$ cat src/rtl/pfm_pkg.sv
// package: register map, reset values and pin positions of the pin function mux
package pfm_pkg;

    localparam int          PFM_WIDTH           = 8;
    localparam int          PFM_ADDR_WIDTH      = 16;

    // register addresses
    localparam logic [15:0] PFM_ADDR_DATA       = 16'hFFD6;
    localparam logic [15:0] PFM_ADDR_DIRECTION  = 16'hFFE6;
    localparam logic [15:0] PFM_ADDR_PULLUP     = 16'hFFE1;
    localparam logic [15:0] PFM_ADDR_FUNCTION   = 16'hFFCA;

    // reset values and fixed read values
    localparam logic [7:0]  PFM_RST_DATA        = 8'h00;
    localparam logic [7:0]  PFM_RST_DIRECTION   = 8'h00;
    localparam logic [7:0]  PFM_RST_PULLUP      = 8'h00;
    localparam logic [7:0]  PFM_RST_FUNCTION    = 8'h00;
    localparam logic [7:0]  PFM_RD_DIRECTION    = 8'hFF;
    localparam logic [7:0]  PFM_RD_UNMAPPED     = 8'h00;

    // pin and function select bit positions
    localparam int          PFM_PIN_SERIAL_A_CLK = 0;
    localparam int          PFM_PIN_SERIAL_A_DI  = 1;
    localparam int          PFM_PIN_SERIAL_A_DO  = 2;
    localparam int          PFM_PIN_SERIAL_B_CLK = 3;
    localparam int          PFM_PIN_SERIAL_B_DI  = 4;
    localparam int          PFM_PIN_SERIAL_B_DO  = 5;
    localparam int          PFM_PIN_STROBE       = 6;
    localparam int          PFM_PIN_CHIP_SEL     = 7;

    // serial b clock select value that makes its clock pin an input
    localparam logic [2:0]  PFM_CLKSEL_EXTERNAL = 3'h7;

endpackage : pfm_pkg

$ cat src/rtl/pfm_pin_sync.sv
// file: three-stage pin synchroniser with agreement filter
`timescale 1ns/1ps

module pfm_pin_sync
#(
    parameter int WIDTH = 8
)
(
    // clock and reset
    input  wire logic             i_clk,
    input  wire logic             i_rst_n,
    // raw pins and filtered result
    input  wire logic [WIDTH-1:0] i_pin,
    output logic      [WIDTH-1:0] o_level
);

    logic [WIDTH-1:0] stage1_reg;
    logic [WIDTH-1:0] stage2_reg;
    logic [WIDTH-1:0] stage3_reg;
    logic [WIDTH-1:0] level_reg;
    logic [WIDTH-1:0] agree;
    logic [WIDTH-1:0] level_next;

    // stage1 feeds only stage2; the filter looks at stages two and three
    assign agree      = ~(stage2_reg ^ stage3_reg);
    assign level_next = (agree & stage2_reg) | (~agree & level_reg);
    assign o_level    = level_reg;

    always_ff @(posedge i_clk or negedge i_rst_n)
    begin
        if (!i_rst_n)
        begin
            stage1_reg <= '0;
            stage2_reg <= '0;
            stage3_reg <= '0;
            level_reg  <= '0;
        end
        else
        begin
            stage1_reg <= i_pin;
            stage2_reg <= stage1_reg;
            stage3_reg <= stage2_reg;
            level_reg  <= level_next;
        end
    end

endmodule : pfm_pin_sync

$ cat src/rtl/pfm_pin_function_mux.sv
// file: pin function select, direction, data and pull-up logic of an 8-pin port
//
// Functional notes
// - input pin (direction 0) gets pull-up exactly when its pull-up bit is 1
// - pull-up register is 8 bits read/write, reset to all zeros
// - function select register is 8 bits read/write, reset to all zeros
// - select bit 7: pin 7 general I/O, or active-low chip-select input
// - select bit 6: pin 6 general I/O, or driven as strobe output
// - select bit 5: pin 5 general I/O, or serial b data output
// - select bit 4: pin 4 general I/O, or serial b data input
// - select bit 3: pin 3 general I/O, or serial b two-way clock
// - select bit 2: pin 2 general I/O, or serial a data output
// - select bit 1: pin 1 general I/O, or serial a data input
// - select bit 0: pin 0 general I/O, or serial a two-way clock
// - direction bit sets the pin drive only while the pin's select bit is 0; pull-up and port read use it always
// - direction 1 means output, 0 input; direction reads back all ones
// - port read gives stored data for outputs, live pin level for inputs
// - serial b clock pin is input when its clock select is 111, else output
// - serial a clock pin is output when clock source is 0, input when 1
`timescale 1ns/1ps

module pfm_pin_function_mux
    import pfm_pkg::*;
#(
    parameter int WIDTH = PFM_WIDTH
)
(
    // clock and reset
    input  wire logic                      i_clk,
    input  wire logic                      i_rst_n,
    // register port
    input  wire logic [PFM_ADDR_WIDTH-1:0] i_addr,
    input  wire logic [7:0]                i_wr_data,
    input  wire logic                      i_wr_en,
    input  wire logic                      i_rd_en,
    output logic      [7:0]                o_rd_data,
    // pads
    input  wire logic [7:0]                i_pad_in,
    output logic      [7:0]                o_pad_out,
    output logic      [7:0]                o_pad_oe_n,
    output logic      [7:0]                o_pad_pullup,
    // serial channel configuration
    input  wire logic [2:0]                i_serial_b_clock_select,
    input  wire logic                      i_serial_a_clock_source,
    // on-chip functions driving pins
    input  wire logic                      i_strobe_out,
    input  wire logic                      i_serial_b_data_out,
    input  wire logic                      i_serial_b_clock_out,
    input  wire logic                      i_serial_a_data_out,
    input  wire logic                      i_serial_a_clock_out,
    // pins delivered to on-chip functions
    output logic                           o_chip_select_n,
    output logic                           o_serial_b_data_in,
    output logic                           o_serial_b_clock_in,
    output logic                           o_serial_a_data_in,
    output logic                           o_serial_a_clock_in
);

    // selects the peripheral value when the select bit is set
    function automatic logic pick(input logic sel, input logic alt, input logic gen);
        pick = sel ? alt : gen;
    endfunction : pick

    // one address comparison shared by every register decode
    function automatic logic addr_is(input logic [PFM_ADDR_WIDTH-1:0] addr,
                                     input logic [PFM_ADDR_WIDTH-1:0] target);
        addr_is = (addr == target);
    endfunction : addr_is

    // software registers
    logic [7:0] pin_output_data_reg;
    logic [7:0] pin_direction_ctrl_reg;
    logic [7:0] pin_pullup_enable_reg;
    logic [7:0] pin_function_select_reg;
    logic [7:0] rd_data_reg;

    // pad and peripheral registers
    logic [7:0] pad_out_reg;
    logic [7:0] pad_oe_n_reg;
    logic [7:0] pad_pullup_reg;
    logic       chip_select_n_reg;
    logic       serial_b_data_in_reg;
    logic       serial_b_clock_in_reg;
    logic       serial_a_data_in_reg;
    logic       serial_a_clock_in_reg;

    // next values and decodes
    logic [7:0] pin_level;
    logic       hit_data;
    logic       hit_direction;
    logic       hit_pullup;
    logic       hit_function;
    logic [7:0] port_read;
    logic [7:0] rd_data_next;
    logic [7:0] pad_out_next;
    logic [7:0] pad_oe_next;
    logic [7:0] pad_pullup_next;
    logic [7:0] fsel;
    logic [7:0] dir;
    logic       serial_b_clk_is_input;
    logic       serial_a_clk_is_input;
    logic       wr_data_en;
    logic       wr_direction_en;
    logic       wr_pullup_en;
    logic       wr_function_en;
    logic       chip_select_n_next;
    logic       serial_b_data_in_next;
    logic       serial_b_clock_in_next;
    logic       serial_a_data_in_next;
    logic       serial_a_clock_in_next;

    // pin inputs cross from outside through the synchroniser
    pfm_pin_sync #(
        .WIDTH (8)
    ) u_pin_sync (
        .i_clk   (i_clk),
        .i_rst_n (i_rst_n),
        .i_pin   (i_pad_in),
        .o_level (pin_level)
    );

    // address decode
    assign hit_data      = addr_is(i_addr, PFM_ADDR_DATA);
    assign hit_direction = addr_is(i_addr, PFM_ADDR_DIRECTION);
    assign hit_pullup    = addr_is(i_addr, PFM_ADDR_PULLUP);
    assign hit_function  = addr_is(i_addr, PFM_ADDR_FUNCTION);

    assign fsel = pin_function_select_reg;
    assign dir  = pin_direction_ctrl_reg;

    // output pins read stored data, input pins read the live level
    assign port_read = (dir & pin_output_data_reg) | (~dir & pin_level);

    // read mux; direction is write-only and reads as ones
    assign rd_data_next = !i_rd_en      ? PFM_RD_UNMAPPED          :
                          hit_data      ? port_read                :
                          hit_direction ? PFM_RD_DIRECTION         :
                          hit_pullup    ? pin_pullup_enable_reg    :
                          hit_function  ? pin_function_select_reg  :
                                          PFM_RD_UNMAPPED;

    // clock pin directions of the two serial channels
    assign serial_b_clk_is_input = (i_serial_b_clock_select == PFM_CLKSEL_EXTERNAL);
    assign serial_a_clk_is_input = i_serial_a_clock_source;

    // per-pin output enable: peripheral direction when selected, else direction bit
    assign pad_oe_next[PFM_PIN_CHIP_SEL]     = pick(fsel[7], 1'b0,
                                                    dir[7]);
    assign pad_oe_next[PFM_PIN_STROBE]       = pick(fsel[6], 1'b1,
                                                    dir[6]);
    assign pad_oe_next[PFM_PIN_SERIAL_B_DO]  = pick(fsel[5], 1'b1,
                                                    dir[5]);
    assign pad_oe_next[PFM_PIN_SERIAL_B_DI]  = pick(fsel[4], 1'b0,
                                                    dir[4]);
    assign pad_oe_next[PFM_PIN_SERIAL_B_CLK] = pick(fsel[3], ~serial_b_clk_is_input,
                                                    dir[3]);
    assign pad_oe_next[PFM_PIN_SERIAL_A_DO]  = pick(fsel[2], 1'b1,
                                                    dir[2]);
    assign pad_oe_next[PFM_PIN_SERIAL_A_DI]  = pick(fsel[1], 1'b0,
                                                    dir[1]);
    assign pad_oe_next[PFM_PIN_SERIAL_A_CLK] = pick(fsel[0], ~serial_a_clk_is_input,
                                                    dir[0]);

    // per-pin output value: peripheral signal when selected, else stored data
    assign pad_out_next[PFM_PIN_CHIP_SEL]     = pick(fsel[7], 1'b0,
                                                     pin_output_data_reg[7]);
    assign pad_out_next[PFM_PIN_STROBE]       = pick(fsel[6], i_strobe_out,
                                                     pin_output_data_reg[6]);
    assign pad_out_next[PFM_PIN_SERIAL_B_DO]  = pick(fsel[5], i_serial_b_data_out,
                                                     pin_output_data_reg[5]);
    assign pad_out_next[PFM_PIN_SERIAL_B_DI]  = pick(fsel[4], 1'b0,
                                                     pin_output_data_reg[4]);
    assign pad_out_next[PFM_PIN_SERIAL_B_CLK] = pick(fsel[3], i_serial_b_clock_out,
                                                     pin_output_data_reg[3]);
    assign pad_out_next[PFM_PIN_SERIAL_A_DO]  = pick(fsel[2], i_serial_a_data_out,
                                                     pin_output_data_reg[2]);
    assign pad_out_next[PFM_PIN_SERIAL_A_DI]  = pick(fsel[1], 1'b0,
                                                     pin_output_data_reg[1]);
    assign pad_out_next[PFM_PIN_SERIAL_A_CLK] = pick(fsel[0], i_serial_a_clock_out,
                                                     pin_output_data_reg[0]);

    // pull-up follows the direction bit alone, whatever the function select
    assign pad_pullup_next = ~dir & pin_pullup_enable_reg;

    // write enables; a strobe to an unmapped address touches nothing
    assign wr_data_en      = i_wr_en & hit_data;
    assign wr_direction_en = i_wr_en & hit_direction;
    assign wr_pullup_en    = i_wr_en & hit_pullup;
    assign wr_function_en  = i_wr_en & hit_function;

    // stored data stays put while a pin is remapped
    always_ff @(posedge i_clk or negedge i_rst_n)
    begin
        if (!i_rst_n)
            pin_output_data_reg <= PFM_RST_DATA;
        else if (wr_data_en)
            pin_output_data_reg <= i_wr_data;
    end

    // direction is kept too, so a pin returns to general I/O as it was left
    always_ff @(posedge i_clk or negedge i_rst_n)
    begin
        if (!i_rst_n)
            pin_direction_ctrl_reg <= PFM_RST_DIRECTION;
        else if (wr_direction_en)
            pin_direction_ctrl_reg <= i_wr_data;
    end

    // pull-up enables
    always_ff @(posedge i_clk or negedge i_rst_n)
    begin
        if (!i_rst_n)
            pin_pullup_enable_reg <= PFM_RST_PULLUP;
        else if (wr_pullup_en)
            pin_pullup_enable_reg <= i_wr_data;
    end

    // function select
    always_ff @(posedge i_clk or negedge i_rst_n)
    begin
        if (!i_rst_n)
            pin_function_select_reg <= PFM_RST_FUNCTION;
        else if (wr_function_en)
            pin_function_select_reg <= i_wr_data;
    end

    // read data stands only in the cycle after the strobe
    always_ff @(posedge i_clk or negedge i_rst_n)
    begin
        if (!i_rst_n)
            rd_data_reg <= PFM_RD_UNMAPPED;
        else
            rd_data_reg <= rd_data_next;
    end

    // pad drive is registered so every pad output leaves a flip-flop; costs one cycle
    always_ff @(posedge i_clk or negedge i_rst_n)
    begin
        if (!i_rst_n)
            pad_out_reg <= 8'h00;
        else
            pad_out_reg <= pad_out_next;
    end

    // pads leave reset as inputs, so nothing is driven before software decides
    always_ff @(posedge i_clk or negedge i_rst_n)
    begin
        if (!i_rst_n)
            pad_oe_n_reg <= 8'hFF;
        else
            pad_oe_n_reg <= ~pad_oe_next;
    end

    // pull-ups stay off through reset
    always_ff @(posedge i_clk or negedge i_rst_n)
    begin
        if (!i_rst_n)
            pad_pullup_reg <= 8'h00;
        else
            pad_pullup_reg <= pad_pullup_next;
    end

    // peripheral inputs idle high while their pin serves general I/O,
    // so an unselected chip select never reads as active
    assign chip_select_n_next     = pick(fsel[7], pin_level[7], 1'b1);
    assign serial_b_data_in_next  = pick(fsel[4], pin_level[4], 1'b1);
    assign serial_b_clock_in_next = pick(fsel[3], pin_level[3], 1'b1);
    assign serial_a_data_in_next  = pick(fsel[1], pin_level[1], 1'b1);
    assign serial_a_clock_in_next = pick(fsel[0], pin_level[0], 1'b1);

    // filtered levels lag the pad by a few edges; peripherals see that delay too
    always_ff @(posedge i_clk or negedge i_rst_n)
    begin
        if (!i_rst_n)
        begin
            chip_select_n_reg     <= 1'b1;
            serial_b_data_in_reg  <= 1'b1;
            serial_b_clock_in_reg <= 1'b1;
            serial_a_data_in_reg  <= 1'b1;
            serial_a_clock_in_reg <= 1'b1;
        end
        else
        begin
            chip_select_n_reg     <= chip_select_n_next;
            serial_b_data_in_reg  <= serial_b_data_in_next;
            serial_b_clock_in_reg <= serial_b_clock_in_next;
            serial_a_data_in_reg  <= serial_a_data_in_next;
            serial_a_clock_in_reg <= serial_a_clock_in_next;
        end
    end

    // outputs
    assign o_rd_data           = rd_data_reg;
    assign o_pad_out           = pad_out_reg;
    assign o_pad_oe_n          = pad_oe_n_reg;
    assign o_pad_pullup        = pad_pullup_reg;
    assign o_chip_select_n     = chip_select_n_reg;
    assign o_serial_b_data_in  = serial_b_data_in_reg;
    assign o_serial_b_clock_in = serial_b_clock_in_reg;
    assign o_serial_a_data_in  = serial_a_data_in_reg;
    assign o_serial_a_clock_in = serial_a_clock_in_reg;

endmodule : pfm_pin_function_mux

$ cat config.mk
export PLATFORM = sky130hd
export DESIGN_NAME = pfm_pin_function_mux
export DESIGN_NICKNAME = d
export VERILOG_FILES = /design/src/rtl/pfm_pkg.sv /design/src/rtl/pfm_pin_sync.sv /design/src/rtl/pfm_pin_function_mux.sv
export SDC_FILE = /design/constraint.sdc
export NUM_CORES = 1
export LEC_CHECK = 0
export BUFFER_PORTS_ARGS = -buffer_cell sky130_fd_sc_hd__buf_2
export CAP_MARGIN = 10
export CORE_ASPECT_RATIO = 1.75
export CORE_UTILIZATION = 45
export DETAILED_ROUTE_END_ITERATION = 10
export PLACE_DENSITY = 0.71
export SLEW_MARGIN = 20
export SYNTH_ARGS = -nofsm -noshare
export SYNTH_HDL_FRONTEND = slang
export SYNTH_SLANG_ARGS = --single-unit
$ cat constraint.sdc
create_clock -name i_clk -period 1 [get_ports i_clk]
set_clock_uncertainty 0.1 [all_clocks]
set_input_delay 0.15 -clock i_clk [delete_from_list [all_inputs] [get_ports i_clk]]
set_output_delay 0.15 -clock i_clk [all_outputs]
set_load 0.005 [all_outputs]
==> impl_results.md <==
- Run status: complete, but fails checks
- Violated checks: DRC, setup timing
- Die area: 0.00860 mm²
- Cell taking the most area after synthesis: sky130_fd_sc_hd__dfrtp_1
- Synth Area per Inst: 16.4 µm²
- Post-synthesis xor/xnor area fraction: 0%
- Total via count after detailed routing: 2472
- Logic pwr share: 6.1%
- Setup crit start kind: input port
- PnR worst setup slack: -0.483 ns
- Maximum number of pins on one net before global-route repair: 29
- Share of total power in sequential cells: 52.1%
- Setup violators final: 80
- Vias in the first global route: 2788
- Multi-input gate area in the final layout: 0.00124 mm²
- Critical Path Most Common Cell: sky130_fd_sc_hd__buf_6
- Critical path capture point type: flip-flop
- Required time of the critical path: 1.13 ns
- H-tree depth reported by CTS: 3
- Routed length per placed instance: 16.4 µm
- Leading cell types by total area after synthesis: sky130_fd_sc_hd__dfrtp_1, sky130_fd_sc_hd__mux2_2, sky130_fd_sc_hd__dfstp_2
- Site row count: 43
- Filler cells: 575
- Category of the most critical setup path: in -> reg
- Worst Hold Slack: 0.0479 ns
- Inserted Diodes: 0
- Cells along the critical path: buf_6 -> buf_6 -> or4b_4 -> nor4_4 -> nand2_4 -> mux2_4
- Overall die height: 122 µm
- TritonCTS buffer count: 9
- Post-Syn Area: 0.00370 mm²
- Via-to-Cell Ratio: 5.09
- Multiplexer area fraction after synthesis: 14.5%
- Worst slew margin relative to its limit: 78.8%
- Detailed-route DRC error count: 14
- Number of buffers added on ports: 81
- Cell type of the slowest stage on the worst timing path: sky130_fd_sc_hd__or4b_4
- Post-route setup TNS: -22.24 ns
- Synthesis-stage register bit count: 101
- Relative contribution of the clock network to total power: 41.7%
- Fraction of post-synthesis cell area in the top cell type by area: 59.5%
- Bufs on Longest Clock Path: 2
- Number of clock sinks seen by CTS: 101
- Portion of the post-synthesis area used by sequential elements: 68.8%
- Psw: 0.00170 W
- Compound-Gate Fraction of Synth Area: 3.52%
- Worst-Skew Late Latency: 0.35 ns
- Post-Route WL: 7.98 mm
- Crit share post-route: 148%
- Total nets after synthesis: 270
- Post-layout min period: 1.48 ns
- Switching Share: 21.0%
- GP Congestion: 0.797
- Internal power: 0.00639 W
- Largest family of logic cells by synthesized area: multiplexers
- Slew at the pin with the worst max-slew slack: 0.316 ns
- Clock tree from TritonCTS: done
- Adder-cell area share of the yosys netlist: 2.17%
- First-pass detailed-route iteration total: 7
- Slew Limit Fails: 0
- Fmax: 674 MHz
- Grt ovf: 0
- Most frequent cells in the layout: sky130_fd_sc_hd__dfrtp_1, sky130_fd_sc_hd__buf_2, sky130_fd_sc_hd__buf_4
- Floorplan die width: 70.5 µm
- Core region area: 0.00796 mm²
- Simple-gate share of the synthesized area: 10.5%
- Most common library cell in the layout ignoring fill and taps: sky130_fd_sc_hd__dfrtp_1
- Number of maximum-capacitance constraint violations: 0
- Unrepaired setup endpoints after global routing: true
- Slowest cell delay on critical path: 0.52 ns
- IR Drop Worst-Case VDD: 0.972 mV
- Number of instances in the synthesized netlist: 225
- FF+latch area: 0.00254 mm²
- Detail Placement HPWL: 5.43 mm
- Total leakage power: 2.65 nW
- Distinct cells, synth: 26
- Post-synthesis to final-layout area growth: 45.2%
- Arrival @ worst endpoint: 1.61 ns
- Worst hold path type: in -> reg
- Count of nets after finishing: 436
- I/O pins: 82
- DRC violation total after the first TritonRoute iteration: 100
- Antenna violation net count after detailed routing: 0
- Largest fanout on the critical path: 8
- Proportion of layout cells with a drive suffix above 1: 56.3%
- Initial core utilization: 46.4%
- Pwr Density: 1510 mW/mm²
- Global-route wire length before repair: 13.2 mm
- Clock root buffer master: sky130_fd_sc_hd__clkbuf_16
- Initial antenna violation count: 0
- Register clock-pin slew on the reported worst setup and hold paths: 0.07 ns
- Aggregate global-route resource usage: 21.0%
- Number of synthesis warnings: 0
- Final hold violations: 0
-- routing by layer --
| layer | track usage, % | routed length [µm] | vias to the layer above | share of wire, % |
|---|---|---|---|---|
| met1 | 23.2 | 3010 | 1246 | 38 |
| li1 | - | - | 1147 | - |
| met5 | 0 | 0 | - | 0 |
| met4 | 10.8 | 223 | 0 | 2.8 |
| met2 | 37.8 | 4460 | 62 | 56 |
| met3 | 4.30 | 284 | 17 | 3.6 |
-- power groups by stage --
stage               combinational [W]  sequential, W  clock, W
floorplan                   0.0000974        0.00427         0
global placement             0.000375        0.00429         0
detailed placement           0.000387        0.00429         0
CTS                          0.000490        0.00422   0.00346
global route                 0.000548        0.00422   0.00362
finish                       0.000496        0.00422   0.00337
-- worst paths after layout --
check	from	end	slack, ns	depth (start not counted)
worst min register to register	u_pin_sync.stage1_reg[5]	u_pin_sync.stage2_reg[5]	0.25	0
worst max-delay path	i_addr[5]	fsel[0]	-0.48	6
worst max register to register	dir[2]	o_rd_data[2]	-0.20	3
min in group asynchronous	i_rst_n	dir[1]	0.11	2
max in group asynchronous	i_rst_n	o_pad_oe_n[3]	0.18	3
worst min-delay path	i_rd_en	o_rd_data[5]	0.05	3
-- worst max-delay path, delay by kind of cell --
family	cells	cell delay, ns
mux	1	0.33
buf+inv	2	0.19
simple gates	3	0.93
-- synthesized netlist by cell type --
cell and count:
sky130_fd_sc_hd__mux2_4 8, sky130_fd_sc_hd__buf_2 1, sky130_fd_sc_hd__nand2_2 1, sky130_fd_sc_hd__nand2_1 1, sky130_fd_sc_hd__or4_1 2, sky130_fd_sc_hd__nand4_4 2
sky130_fd_sc_hd__buf_6 1, sky130_fd_sc_hd__dfstp_2 13, sky130_fd_sc_hd__mux2_2 37, sky130_fd_sc_hd__nor2b_1 11, sky130_fd_sc_hd__nor2_1 11, sky130_fd_sc_hd__nand4b_1 3
sky130_fd_sc_hd__maj3_1 8, sky130_fd_sc_hd__nor4_2 2, sky130_fd_sc_hd__or2_1 1, sky130_fd_sc_hd__nor4_4 2, sky130_fd_sc_hd__nand4bb_4 1, sky130_fd_sc_hd__nand4_1 1
sky130_fd_sc_hd__nand2b_1 8, sky130_fd_sc_hd__o21ai_0 10, sky130_fd_sc_hd__or4b_1 2, sky130_fd_sc_hd__a221oi_1 8, sky130_fd_sc_hd__or2_2 1, sky130_fd_sc_hd__a2111oi_1 1
sky130_fd_sc_hd__dfrtp_1 88, sky130_fd_sc_hd__inv_1 1
-- metrics by stage --
stage | instances | cell area (µm²) | util (%) | worst slack (ns) | power (W)
after global routing | 486 | 5370 | 67.5 | -0.516 | 0.00839
after global placement | 441 | 4650 | 58.4 | -0.921 | 0.00466
after detailed placement | 441 | 4650 | 58.4 | -0.943 | 0.00468
final | 486 | 5370 | 67.5 | -0.483 | 0.00809
after floorplan | 225 | 3740 | - | -0.866 | 0.00437
after CTS | 484 | 5310 | 66.6 | -0.501 | 0.00817
-- cell families after synthesis --
group / count (synthesis)
flops: 101
fa+ha+maj: 8
mux: 45
simple gates: 49
compound gates: 19
buf+inv: 3
-- layout make-up --
type,count,area share (%)
well taps,90,2.10
flip-flops and latches,101,47.4
multi-input cells,121,23.1
inverters,1,0.0699
repair buffers,157,21.9
clock buffers,10,4.26
clock inverters,6,1.19
-- timing repair --
item                       4_1_cts  5_1_grt
setup endpoints to repair       81       85
hold endpoints to repair       135        0
hold buffers                    26        0
pin swaps                        7        6
resized for setup               27       12
buffers inserted                 2        4
Note: power is estimated with default switching activity, not from simulation.
